`src/logic/imsc_pkg.sv`:
```
// Package with register map, field layout and reset values of the block.
package imsc_pkg;

    // ************************************************************
    // Register map
    // ************************************************************
    localparam logic [7:0]  OFS_RAW_STATUS    = 8'h14;
    localparam logic [7:0]  OFS_MASKED_STATUS = 8'h18;
    localparam logic [7:0]  OFS_IRQ_CLEAR     = 8'h1c;
    localparam logic [7:0]  OFS_IRQ_MASK      = 8'h10;

    // ************************************************************
    // Field layout and reset values
    // ************************************************************
    localparam int          NUM_EVENTS        = 12;
    localparam int          BIT_RX_FULL       = 11;
    localparam int          BIT_TX_EMPTY      = 10;
    localparam int          BIT_RX_REQUEST    = 9;
    localparam int          BIT_TX_REQUEST    = 8;
    localparam int          BIT_ARB_LOSS      = 7;
    localparam int          BIT_STOP_SEEN     = 6;
    localparam int          BIT_START_SEEN    = 5;
    localparam int          BIT_NO_ACK        = 4;
    localparam int          BIT_DMA_SEND      = 3;
    localparam int          BIT_DMA_RECV      = 2;
    localparam int          BIT_CLK_TIMEOUT   = 1;
    localparam int          BIT_MASTER_EVENT  = 0;
    localparam logic [11:0] RST_RAW           = 12'h000;
    localparam logic [11:0] RST_MASK          = 12'h000;
    localparam logic [31:0] CLEAR_READ_VALUE  = 32'h00000000;

    localparam logic [1:0]  RESP_OKAY         = 2'b00;
    localparam logic [1:0]  RESP_SLVERR       = 2'b10;

endpackage : imsc_pkg

```
`src/logic/imsc_irq_status.sv`:
```
// Masked interrupt status and write-one-to-clear logic on AXI4-Lite.
`timescale 1ns/1ps

module imsc_irq_status #(
    parameter int NEV = imsc_pkg::NUM_EVENTS
) (
    input  wire logic            CLOCK,
    input  wire logic            RST_N,
    input  wire logic [NEV-1:0]  EVENT_SET,
    input  wire logic            S_AXI_AWVALID,
    output logic                 S_AXI_AWREADY,
    input  wire logic [7:0]      S_AXI_AWADDR,
    input  wire logic            S_AXI_WVALID,
    output logic                 S_AXI_WREADY,
    input  wire logic [31:0]     S_AXI_WDATA,
    input  wire logic [3:0]      S_AXI_WSTRB,
    output logic                 S_AXI_BVALID,
    input  wire logic            S_AXI_BREADY,
    output logic [1:0]           S_AXI_BRESP,
    input  wire logic            S_AXI_ARVALID,
    output logic                 S_AXI_ARREADY,
    input  wire logic [7:0]      S_AXI_ARADDR,
    output logic                 S_AXI_RVALID,
    input  wire logic            S_AXI_RREADY,
    output logic [31:0]          S_AXI_RDATA,
    output logic [1:0]           S_AXI_RRESP,
    output logic [NEV-1:0]       RAW_STATUS,
    output logic [NEV-1:0]       MASKED_STATUS
);

    // ************************************************************
    // Write channel capture
    // ************************************************************
    logic            aw_have_ff;
    logic [7:0]      aw_addr_ff;
    logic            w_have_ff;
    logic [31:0]     w_data_ff;
    logic [3:0]      w_strb_ff;
    logic            bvalid_ff;
    logic [1:0]      bresp_ff;
    logic            arvalid_seen;
    logic            rvalid_ff;
    logic [31:0]     rdata_ff;
    logic [1:0]      rresp_ff;
    logic [NEV-1:0]  raw_ff;
    logic [NEV-1:0]  mask_ff;
    logic [NEV-1:0]  masked_ff;
    logic            awready_ff;
    logic            wready_ff;
    logic            arready_ff;

    wire             aw_take    = S_AXI_AWVALID && !aw_have_ff && !bvalid_ff;
    wire             w_take     = S_AXI_WVALID && !w_have_ff && !bvalid_ff;
    wire             wr_fire    = aw_have_ff && w_have_ff && !bvalid_ff;
    wire             wr_clear   = wr_fire &&
                                  aw_addr_ff == imsc_pkg::OFS_IRQ_CLEAR;
    wire             wr_mask    = wr_fire &&
                                  aw_addr_ff == imsc_pkg::OFS_IRQ_MASK;
    wire             wr_known   = wr_clear || wr_mask ||
                                  aw_addr_ff == imsc_pkg::OFS_RAW_STATUS ||
                                  aw_addr_ff == imsc_pkg::OFS_MASKED_STATUS;

    // Only the low byte lanes that carry the twelve bits are honoured.
    wire [15:0]      lane_mask  = {{8{w_strb_ff[1]}}, {8{w_strb_ff[0]}}};
    wire [15:0]      wdata_lo   = w_data_ff[15:0] & lane_mask;
    // Ones clear, zeros leave the flag alone.
    wire [NEV-1:0]   clear_word = wr_clear ? wdata_lo[NEV-1:0] : '0;
    wire [NEV-1:0]   clear_bits;

    // An event arriving together with its clear wins, so none is lost.
    wire [NEV-1:0]   nxt_raw    = (raw_ff & ~clear_bits) | EVENT_SET;
    wire [NEV-1:0]   nxt_mask   = wr_mask ? wdata_lo[NEV-1:0] : mask_ff;
    // Masked status is raw AND mask, so a clear drops both together.
    wire [NEV-1:0]   nxt_masked = nxt_raw & nxt_mask;

    // ************************************************************
    // Read decode
    // ************************************************************
    wire             ar_take    = S_AXI_ARVALID && !rvalid_ff;
    wire [31:0]      raw_word;
    wire [31:0]      mask_word  = {{(32-NEV){1'b0}}, mask_ff};
    wire [31:0]      mis_word;
    wire             rd_mis     = S_AXI_ARADDR ==
                                  imsc_pkg::OFS_MASKED_STATUS;
    wire             rd_raw     = S_AXI_ARADDR == imsc_pkg::OFS_RAW_STATUS;
    wire             rd_mask    = S_AXI_ARADDR == imsc_pkg::OFS_IRQ_MASK;
    wire             rd_clear   = S_AXI_ARADDR == imsc_pkg::OFS_IRQ_CLEAR;
    wire             rd_known   = rd_mis || rd_raw || rd_mask || rd_clear;
    // The clear register holds no state; a read gives a fixed word.
    wire [31:0]      nxt_rdata  = rd_mis   ? mis_word  :
                                  rd_raw   ? raw_word  :
                                  rd_mask  ? mask_word :
                                  imsc_pkg::CLEAR_READ_VALUE;
    wire [1:0]       nxt_rresp  = rd_known ? imsc_pkg::RESP_OKAY :
                                             imsc_pkg::RESP_SLVERR;

    assign arvalid_seen = ar_take;

    // ************************************************************
    // Ready flags
    // ************************************************************
    // Each ready is the registered copy of what the holding flags will be
    // after this edge, so no bus output is reached through logic.
    wire             nxt_aw_have = aw_take || (aw_have_ff && !wr_fire);
    wire             nxt_w_have  = w_take || (w_have_ff && !wr_fire);
    wire             nxt_bvalid  = wr_fire || (bvalid_ff && !S_AXI_BREADY);
    wire             nxt_rvalid  = ar_take || (rvalid_ff && !S_AXI_RREADY);

    always_ff @(posedge CLOCK or negedge RST_N) begin
        if (!RST_N) begin
            awready_ff <= 1'b1;
            wready_ff  <= 1'b1;
            arready_ff <= 1'b1;
        end else begin
            awready_ff <= !nxt_aw_have && !nxt_bvalid;
            wready_ff  <= !nxt_w_have && !nxt_bvalid;
            arready_ff <= !nxt_rvalid;
        end
    end

    // ************************************************************
    // Per-event fields
    // ************************************************************
    // Naming each field pins the bit layout to the twelve events of the
    // map; a different NEV needs this section rewritten as well.
    wire             rx_full_clear;
    wire             tx_empty_clear;
    wire             rx_request_clear;
    wire             tx_request_clear;
    wire             arbitration_loss_clear;
    wire             stop_seen_clear;
    wire             start_seen_clear;
    wire             no_ack_clear;
    wire             dma_send_done_clear;
    wire             dma_receive_done_clear;
    wire             clock_timeout_clear;
    wire             master_event_clear;
    wire             rx_full_raw;
    wire             tx_empty_raw;
    wire             rx_request_raw;
    wire             tx_request_raw;
    wire             arbitration_loss_raw;
    wire             stop_seen_raw;
    wire             start_seen_raw;
    wire             no_ack_raw;
    wire             dma_send_done_raw;
    wire             dma_receive_done_raw;
    wire             clock_timeout_raw;
    wire             master_event_raw;
    wire             rx_full_masked;
    wire             tx_empty_masked;
    wire             rx_request_masked;
    wire             tx_request_masked;
    wire             arbitration_loss_masked;
    wire             stop_seen_masked;
    wire             start_seen_masked;
    wire             no_ack_masked;
    wire             dma_send_done_masked;
    wire             dma_receive_done_masked;
    wire             clock_timeout_masked;
    wire             master_event_masked;

    assign rx_full_clear           = clear_word[imsc_pkg::BIT_RX_FULL];
    assign tx_empty_clear          = clear_word[imsc_pkg::BIT_TX_EMPTY];
    assign rx_request_clear        = clear_word[imsc_pkg::BIT_RX_REQUEST];
    assign tx_request_clear        = clear_word[imsc_pkg::BIT_TX_REQUEST];
    assign arbitration_loss_clear  = clear_word[imsc_pkg::BIT_ARB_LOSS];
    assign stop_seen_clear         = clear_word[imsc_pkg::BIT_STOP_SEEN];
    assign start_seen_clear        = clear_word[imsc_pkg::BIT_START_SEEN];
    assign no_ack_clear            = clear_word[imsc_pkg::BIT_NO_ACK];
    assign dma_send_done_clear     = clear_word[imsc_pkg::BIT_DMA_SEND];
    assign dma_receive_done_clear  = clear_word[imsc_pkg::BIT_DMA_RECV];
    assign clock_timeout_clear     = clear_word[imsc_pkg::BIT_CLK_TIMEOUT];
    assign master_event_clear      = clear_word[imsc_pkg::BIT_MASTER_EVENT];
    assign rx_full_raw             = raw_ff[imsc_pkg::BIT_RX_FULL];
    assign tx_empty_raw            = raw_ff[imsc_pkg::BIT_TX_EMPTY];
    assign rx_request_raw          = raw_ff[imsc_pkg::BIT_RX_REQUEST];
    assign tx_request_raw          = raw_ff[imsc_pkg::BIT_TX_REQUEST];
    assign arbitration_loss_raw    = raw_ff[imsc_pkg::BIT_ARB_LOSS];
    assign stop_seen_raw           = raw_ff[imsc_pkg::BIT_STOP_SEEN];
    assign start_seen_raw          = raw_ff[imsc_pkg::BIT_START_SEEN];
    assign no_ack_raw              = raw_ff[imsc_pkg::BIT_NO_ACK];
    assign dma_send_done_raw       = raw_ff[imsc_pkg::BIT_DMA_SEND];
    assign dma_receive_done_raw    = raw_ff[imsc_pkg::BIT_DMA_RECV];
    assign clock_timeout_raw       = raw_ff[imsc_pkg::BIT_CLK_TIMEOUT];
    assign master_event_raw        = raw_ff[imsc_pkg::BIT_MASTER_EVENT];
    assign rx_full_masked          = masked_ff[imsc_pkg::BIT_RX_FULL];
    assign tx_empty_masked         = masked_ff[imsc_pkg::BIT_TX_EMPTY];
    assign rx_request_masked       = masked_ff[imsc_pkg::BIT_RX_REQUEST];
    assign tx_request_masked       = masked_ff[imsc_pkg::BIT_TX_REQUEST];
    assign arbitration_loss_masked = masked_ff[imsc_pkg::BIT_ARB_LOSS];
    assign stop_seen_masked        = masked_ff[imsc_pkg::BIT_STOP_SEEN];
    assign start_seen_masked       = masked_ff[imsc_pkg::BIT_START_SEEN];
    assign no_ack_masked           = masked_ff[imsc_pkg::BIT_NO_ACK];
    assign dma_send_done_masked    = masked_ff[imsc_pkg::BIT_DMA_SEND];
    assign dma_receive_done_masked = masked_ff[imsc_pkg::BIT_DMA_RECV];
    assign clock_timeout_masked    = masked_ff[imsc_pkg::BIT_CLK_TIMEOUT];
    assign master_event_masked     = masked_ff[imsc_pkg::BIT_MASTER_EVENT];

    assign clear_bits = {rx_full_clear,
                         tx_empty_clear,
                         rx_request_clear,
                         tx_request_clear,
                         arbitration_loss_clear,
                         stop_seen_clear,
                         start_seen_clear,
                         no_ack_clear,
                         dma_send_done_clear,
                         dma_receive_done_clear,
                         clock_timeout_clear,
                         master_event_clear};

    // Reserved bits above the events read as zero.
    assign raw_word = {{(32-NEV){1'b0}},
                       rx_full_raw,          tx_empty_raw,
                       rx_request_raw,       tx_request_raw,
                       arbitration_loss_raw, stop_seen_raw,
                       start_seen_raw,       no_ack_raw,
                       dma_send_done_raw,    dma_receive_done_raw,
                       clock_timeout_raw,    master_event_raw};
    assign mis_word = {{(32-NEV){1'b0}},
                       rx_full_masked,          tx_empty_masked,
                       rx_request_masked,       tx_request_masked,
                       arbitration_loss_masked, stop_seen_masked,
                       start_seen_masked,       no_ack_masked,
                       dma_send_done_masked,    dma_receive_done_masked,
                       clock_timeout_masked,    master_event_masked};

    // ************************************************************
    // Write path registers
    // ************************************************************
    always_ff @(posedge CLOCK or negedge RST_N) begin
        if (!RST_N) begin
            aw_have_ff <= 1'b0;
            aw_addr_ff <= 8'h00;
        end else if (aw_take) begin
            aw_have_ff <= 1'b1;
            aw_addr_ff <= S_AXI_AWADDR;
        end else if (wr_fire) begin
            aw_have_ff <= 1'b0;
        end
    end

    always_ff @(posedge CLOCK or negedge RST_N) begin
        if (!RST_N) begin
            w_have_ff <= 1'b0;
            w_data_ff <= 32'h00000000;
            w_strb_ff <= 4'h0;
        end else if (w_take) begin
            w_have_ff <= 1'b1;
            w_data_ff <= S_AXI_WDATA;
            w_strb_ff <= S_AXI_WSTRB;
        end else if (wr_fire) begin
            w_have_ff <= 1'b0;
        end
    end

    always_ff @(posedge CLOCK or negedge RST_N) begin
        if (!RST_N) begin
            bvalid_ff <= 1'b0;
            bresp_ff  <= imsc_pkg::RESP_OKAY;
        end else if (wr_fire) begin
            bvalid_ff <= 1'b1;
            // Writes to the read-only status words are accepted and ignored.
            bresp_ff  <= wr_known ? imsc_pkg::RESP_OKAY :
                                    imsc_pkg::RESP_SLVERR;
        end else if (S_AXI_BREADY) begin
            bvalid_ff <= 1'b0;
        end
    end

    // ************************************************************
    // Read path registers
    // ************************************************************
    always_ff @(posedge CLOCK or negedge RST_N) begin
        if (!RST_N) begin
            rvalid_ff <= 1'b0;
            rdata_ff  <= 32'h00000000;
            rresp_ff  <= imsc_pkg::RESP_OKAY;
        end else if (arvalid_seen) begin
            rvalid_ff <= 1'b1;
            rdata_ff  <= nxt_rdata;
            rresp_ff  <= nxt_rresp;
        end else if (S_AXI_RREADY) begin
            rvalid_ff <= 1'b0;
        end
    end

    // ************************************************************
    // Flag registers
    // ************************************************************
    always_ff @(posedge CLOCK or negedge RST_N) begin
        if (!RST_N) begin
            raw_ff    <= imsc_pkg::RST_RAW;
            mask_ff   <= imsc_pkg::RST_MASK;
            masked_ff <= imsc_pkg::RST_RAW;
        end else begin
            raw_ff    <= nxt_raw;
            mask_ff   <= nxt_mask;
            masked_ff <= nxt_masked;
        end
    end

    // ************************************************************
    // Outputs
    // ************************************************************
    // Every output is a flip-flop, so no bus signal depends on a valid
    // input within the same cycle.
    assign S_AXI_AWREADY = awready_ff;
    assign S_AXI_WREADY  = wready_ff;
    assign S_AXI_BVALID  = bvalid_ff;
    assign S_AXI_BRESP   = bresp_ff;
    assign S_AXI_ARREADY = arready_ff;
    assign S_AXI_RVALID  = rvalid_ff;
    assign S_AXI_RDATA   = rdata_ff;
    assign S_AXI_RRESP   = rresp_ff;
    assign RAW_STATUS    = raw_ff;
    assign MASKED_STATUS = masked_ff;

endmodule : imsc_irq_status

```
`config.mk`:
```
export PLATFORM = sky130hd
export DESIGN_NAME = imsc_irq_status
export DESIGN_NICKNAME = d
export VERILOG_FILES = /design/src/logic/imsc_pkg.sv /design/src/logic/imsc_irq_status.sv
export SDC_FILE = /design/constraint.sdc
export NUM_CORES = 1
export LEC_CHECK = 0
export BUFFER_PORTS_ARGS = -buffer_cell sky130_fd_sc_hd__buf_2
export CELL_PAD_IN_SITES_DETAIL_PLACEMENT = 0
export CELL_PAD_IN_SITES_GLOBAL_PLACEMENT = 2
export CORE_UTILIZATION = 26
export DETAILED_ROUTE_END_ITERATION = 6
export PLACE_DENSITY = 0.75
export SYNTH_ARGS = -nofsm -noshare
export SYNTH_HDL_FRONTEND = slang
export SYNTH_SLANG_ARGS = --single-unit
```
`constraint.sdc`:
```
create_clock -name CLOCK -period 2.1 [get_ports CLOCK]
set_clock_uncertainty 0.15 [all_clocks]
set_input_delay 0.63 -clock CLOCK [delete_from_list [all_inputs] [get_ports CLOCK]]
set_output_delay 0.63 -clock CLOCK [all_outputs]
set_load 0.02 [all_outputs]
```
* Yosys cells after proc, flatten, opt, wreduce, memory -nomap -nowiden
Cells that the tools add are included.
Widths: inputs -> output; s select.
** Cells by class
- Equal/unequal tests :: 8
- Reduce and logical (&&, ||, !) cells :: 40
- Bitwise operators :: 5
- Multiplexer cells :: 14
** Operators by type and width (number)
- $eq 8x5->1 const B :: 8
- $mux 12 :: 5
- $and 12x12->12 :: 3
- $logic_and 1x1->1 :: 15
- $not 12->12 :: 1
- $or 12x12->12 :: 1
- $logic_not 1->1 :: 11
- $logic_or 1x1->1 :: 10
- $reduce_bool 2->1 :: 4
- $mux 1 :: 7
- $mux 2 :: 2
** Word-level totals
- Bits of input ports :: 71
- Bits in registers :: 101
- Output and inout bits :: 65
- Word-level logic and storage cells :: 83

* Longest topological paths before layout
- Word-level depth :: 8
- Gate-level depth with buffers :: 6
- Gate-level depth less buffers :: 4

* Least setup slack after synthesis
OpenSTA, ideal clock, no wires.
- Path type :: register to register
- Start :: register bvalid_ff (netlist: S_AXI_BVALID)
- End :: register masked_ff[10] (netlist: MASKED_STATUS[10])
- Path slack :: -14 ps
- Data arrival time :: 1842 ps
- Buffers on the path :: 2
- Cell stages (with the launch flop) :: 7
- Clock period less this slack :: 2114 ps
- Required time :: 1828 ps
- Library setup time :: 122 ps
- Cells stage by stage :: dfrtp_1 > clkbuf_1 > nand3b_1 > or4_4 > buf_6 > nand2_2 > a2bb2oi_1
** Between the ends
- Word-level cells in the longest chain between the ends :: 8
- Elaborated cells on any way between the ends :: 10
- Classes of those cells :: 2 x mux; 4 x bitwise; 4 x reduce/logical
** Ends and longest elaborated chain
- start, declared :: line imsc_irq_status.sv:39 : logic bvalid_ff;
- start signal, assigned :: line imsc_irq_status.sv:260 : bvalid_ff <= 1'b0;
- start signal, assigned :: line imsc_irq_status.sv:263 : bvalid_ff <= 1'b1;
- start signal, assigned :: line imsc_irq_status.sv:268 : bvalid_ff <= 1'b0;
- $logic_not 1->1 * :: line imsc_irq_status.sv:54 : wire wr_fire = aw_have_ff && w_have_ff && !bvalid_ff;
- $logic_and 1x1->1 * :: line imsc_irq_status.sv:54
- $logic_and 1x1->1 :: line imsc_irq_status.sv:55 : wire wr_clear = wr_fire &&
- $mux 12 :: line imsc_irq_status.sv:67 : wire [NEV-1:0] clear_word = wr_clear ? wdata_lo[NEV-1:0] : '0;
- $not 12->12 :: line imsc_irq_status.sv:71 : wire [NEV-1:0] nxt_raw = (raw_ff & ~clear_bits) | EVENT_SET;
- $and 12x12->12 :: line imsc_irq_status.sv:71
- $or 12x12->12 :: line imsc_irq_status.sv:71
- $and 12x12->12 * :: line imsc_irq_status.sv:74 : wire [NEV-1:0] nxt_masked = nxt_raw & nxt_mask;
- via nxt_masked[10] :: line imsc_irq_status.sv:74
- end signal, assigned :: line imsc_irq_status.sv:296 : masked_ff <= imsc_pkg::RST_RAW;
- end signal, assigned :: line imsc_irq_status.sv:300 : masked_ff <= nxt_masked;
- end, declared :: line imsc_irq_status.sv:47 : logic [NEV-1:0] masked_ff;
Mark *: on every way through the listed nets, which the timed path passes. The rest lies on a longest branch.
A chain may end at the register's enable or synchronous reset.

* Final worst setup path
- Start :: register aw_addr_ff[6]
- End :: register masked_ff[11] (netlist: MASKED_STATUS[11])
** Between the ends
- Word-level cells in the longest chain between the ends :: 7
- Elaborated cells on any way between the ends :: 10
- Classes of those cells :: 2 x eq/ne; 2 x mux; 4 x bitwise; 2 x reduce/logical
** Ends and longest elaborated chain
- start, declared :: line imsc_irq_status.sv:35 : logic [7:0] aw_addr_ff;
- start signal, assigned :: line imsc_irq_status.sv:235 : aw_addr_ff <= 8'h00;
- start signal, assigned :: line imsc_irq_status.sv:238 : aw_addr_ff <= S_AXI_AWADDR;
- $eq 8x5->1 :: line imsc_irq_status.sv:56 : aw_addr_ff == imsc_pkg::OFS_IRQ_CLEAR;
- $logic_and 1x1->1 :: line imsc_irq_status.sv:55
- $mux 12 :: line imsc_irq_status.sv:67
- $not 12->12 :: line imsc_irq_status.sv:71
- $and 12x12->12 :: line imsc_irq_status.sv:71
- $or 12x12->12 :: line imsc_irq_status.sv:71
- $and 12x12->12 * :: line imsc_irq_status.sv:74
- via nxt_masked[11] :: line imsc_irq_status.sv:74
Marked as above.

==> results.toml <==
[floorplan]
floorplan.die.height_um = 118
die_area_um2 = 13900
coreArea_um2 = 12900
pin_count = 136
rows = 41
die_width_um = 118
initial_core_util = 0.271

[detailed_routing]
wl_um = 9030
vias = 2666
detail_route.drc_violations = 0
avg_wl_per_cell_um = 15.1
initialDrtViolationCount = 117
drtAntennaViolNets = 0
post_drt_via_cell_ratio = 4.46
drt_pass1_iterations = 4

[final_layout]
final_layout_size_suffix_gt1_frac = 0.404
final_cell_mix = "sky130_fd_sc_hd__buf_2, sky130_fd_sc_hd__dfrtp_1, sky130_fd_sc_hd__nand2_1"
leading_cell_type_in_the_layout_fill_and_taps_excluded = "sky130_fd_sc_hd__buf_2"
layout.nets = 494
final-instance-count-excl-fill = 598
synthToLayoutAreaGrowth_pct = 27.7
num_antenna_cells = 0

[yosys]
yosysTopAreaCellShare = 0.544
post_synth_inst_count = 319
synthesis.area_per_instance_um2 = 11.0
yosysSeqAreaShare = 0.567
synth_top_flop_cell = "sky130_fd_sc_hd__dfrtp_1"
synth_top_cells_by_area = "sky130_fd_sc_hd__dfrtp_1, sky130_fd_sc_hd__mux2_2, sky130_fd_sc_hd__buf_4"
synth_warnings = 0
synthDistinctLibCells = 31
mappedNetlistArea_um2 = 3500
cell_taking_the_most_area_after_synthesis = "sky130_fd_sc_hd__dfrtp_1"
ys_seq_elements = 79
synthArstFlopShare = 1.00
synth-edff-count = 0

[pwr]
total_switching_power_mw = 1.39
vdd.ir_drop.worst_mv = 0.620
sequential_fraction_of_design_power = 0.463
p_comb_frac = 0.231
power.density_cell_area_nw_per_um2 = 1040
p_int_mw = 3.24
p_clk_frac = 0.307
sw_frac_of_total = 0.301
p_leak_nw = 2.23
total_power_mw = 4.63

[global_route]
grt_antenna_before_repair = 0
global_route.overflow_total = 0
grt_pass1_wl_um = 14300
groute.usage.overall = 0.135
number_of_global_route_vias_before_repair = 2613
grt_start_max_net_pins = 80

[clock_tree]
tritoncts = "done"
clk_transition_reported_paths_ns = 0.06
cts_max_level = 3
clk_root_buffer_cell = "sky130_fd_sc_hd__clkbuf_16"
clock_insertion_delay_worst_skew_ns = 0.33
numClockSinks = 79
holdBufCountCts = 0
num_cts_buffers = 9
ctsLongestPathBuffers = 2

[place]
globalplace.congestion = 0.738
post_placement_cell_count = 584
place.port_buffers = 91
hpwlAfterDp_um = 6200

[sta]
layout_min_cycle_time_ns = 2.06
final_setup_fails = 0
finalSetupTns_ns = 0
hold_violations = 0
setup_repair_after_global_routing_missed_its_margin = "yes"
final_max_slew_viol_count = 0
fin_crit_sh = 0.980
maxClockFrequency_mhz = 486

[worst_setup_path]
cpPeakStageDelay_ns = 0.60
worst-path-stages = 4
r2r.worst_path.cells = 4
crit_path_start_kind = "flip-flop"
cpMaxStageDelayCell = "sky130_fd_sc_hd__or4b_4"
path_buf_inv = 0
worstPathArrival_ns = 2.12
timing.critical_path.cells = "or4b_4 > or4_4 > nand2_2 > a2bb2oi_1"
cp.required_ns = 2.16
critPathKind = "reg -> reg"
family_with_the_most_delay_on_the_worst_path = "simple AND/OR/NAND/NOR gates"
maximum_fanout_along_the_worst_path = 12
crit_path_end_kind = "flip-flop"

[job]
maxCapViolations = 0

[outcome]
run_status = "complete, no violations"

[worst_hold_path]
min-delay-path-class = "in -> async"
[kinds of logic (layout without fill, tap and decap cells)]
group                  count (synthesis)  after routing  synth area share
AO/OA/AOI/OAI                         68             68             0.125
buffers and inverters                 48            134            0.0784
flip-flops                            79             79             0.567
multiplexers                          22             22            0.0709
other                                  1             22           0.00107
AND/OR/NAND/NOR                      101            101             0.159
[registers in the layout, summed over array words and instances, names as in the netlist, 2 cells and up]
register / cells
aw_addr_ff: 8
S_AXI_RDATA: 12
MASKED_STATUS: 12
w_strb_ff: 2
w_data_ff: 12
mask_ff: 12
RAW_STATUS: 12
[metrics by stage]
stage / utilization / setup slack (ns) / hold WS, ns / instance area, um2
after floorplan: - / 0.0179 / 0.184 / 3580
after global placement: 0.324 / -0.0327 / 0.307 / 4180
after detailed placement: 0.324 / -0.0729 / 0.323 / 4180
after CTS: 0.345 / 0.0181 / 0.185 / 4440
after global routing: 0.347 / -0.0529 / 0.206 / 4470
final: 0.347 / 0.0429 / 0.145 / 4470
[worst register-to-register path, cell delays in order, from the launching register on]
cell	delay, ns
sky130_fd_sc_hd__dfrtp_1	0.37
sky130_fd_sc_hd__or4b_4	0.60
sky130_fd_sc_hd__or4_4	0.60
sky130_fd_sc_hd__nand2_2	0.14
sky130_fd_sc_hd__a2bb2oi_1	0.08
[power groups by stage]
stage	Clock (mW)	Sequential [mW]	Combinational, mW
finish	1.42	2.14	1.07
global route	1.54	2.19	1.17
CTS	1.48	2.14	1.09
detailed placement	0	2.16	1.09
global placement	0	2.15	1.06
floorplan	0	2.19	0.660
[synthesized netlist by cell type (all sizes together) (3+ instances only)]
library cell and instances:
a21oi 27, nand3 14, dfrtp 76, a2bb2oi 12, o2111ai 12, nor4 3, nor2 20, nand2 38
inv 14, dfstp 3, clkbuf 9, or2 15, buf 25, o21ai 15, mux2 22
[layout make-up]
class | instances | area [um2]
fill | 1360 | 8410
sequential | 79 | 1980
multi-input combinational | 213 | 1340
timing repair buffer | 106 | 608
clock buffer | 13 | 260
tap | 172 | 215
inverter | 14 | 52.6
clock inverter | 1 | 5.00
[final timing paths]
path	from	end	slack (ns)
max in group asynchronous	RST_N	S_AXI_ARREADY	1.24
worst min register to register	w_have_ff	S_AXI_WREADY	0.32
worst max-delay path	aw_addr_ff[6]	MASKED_STATUS[11]	0.04
min in group CLOCK	w_have_ff	S_AXI_WREADY	0.32
worst max register to register	aw_addr_ff[6]	MASKED_STATUS[11]	0.04
worst min-delay path	RST_N	aw_addr_ff[7]	0.15
[layer usage]
layer	up-vias	global-route usage	part of all wire
met4	0	0.0264	0.0058
met1	1295	0.185	0.47
li1	1270	-	-
met3	5	0.0509	0.068
met2	96	0.201	0.46
met5	-	0	0
[timing repair]
item	4_1_cts	5_1_grt
setup buffers	0	0
pin swaps	1	3
setup endpoints to repair	24	14
gates resized for setup	0	6
Note: power is estimated with default switching activity, not from simulation.
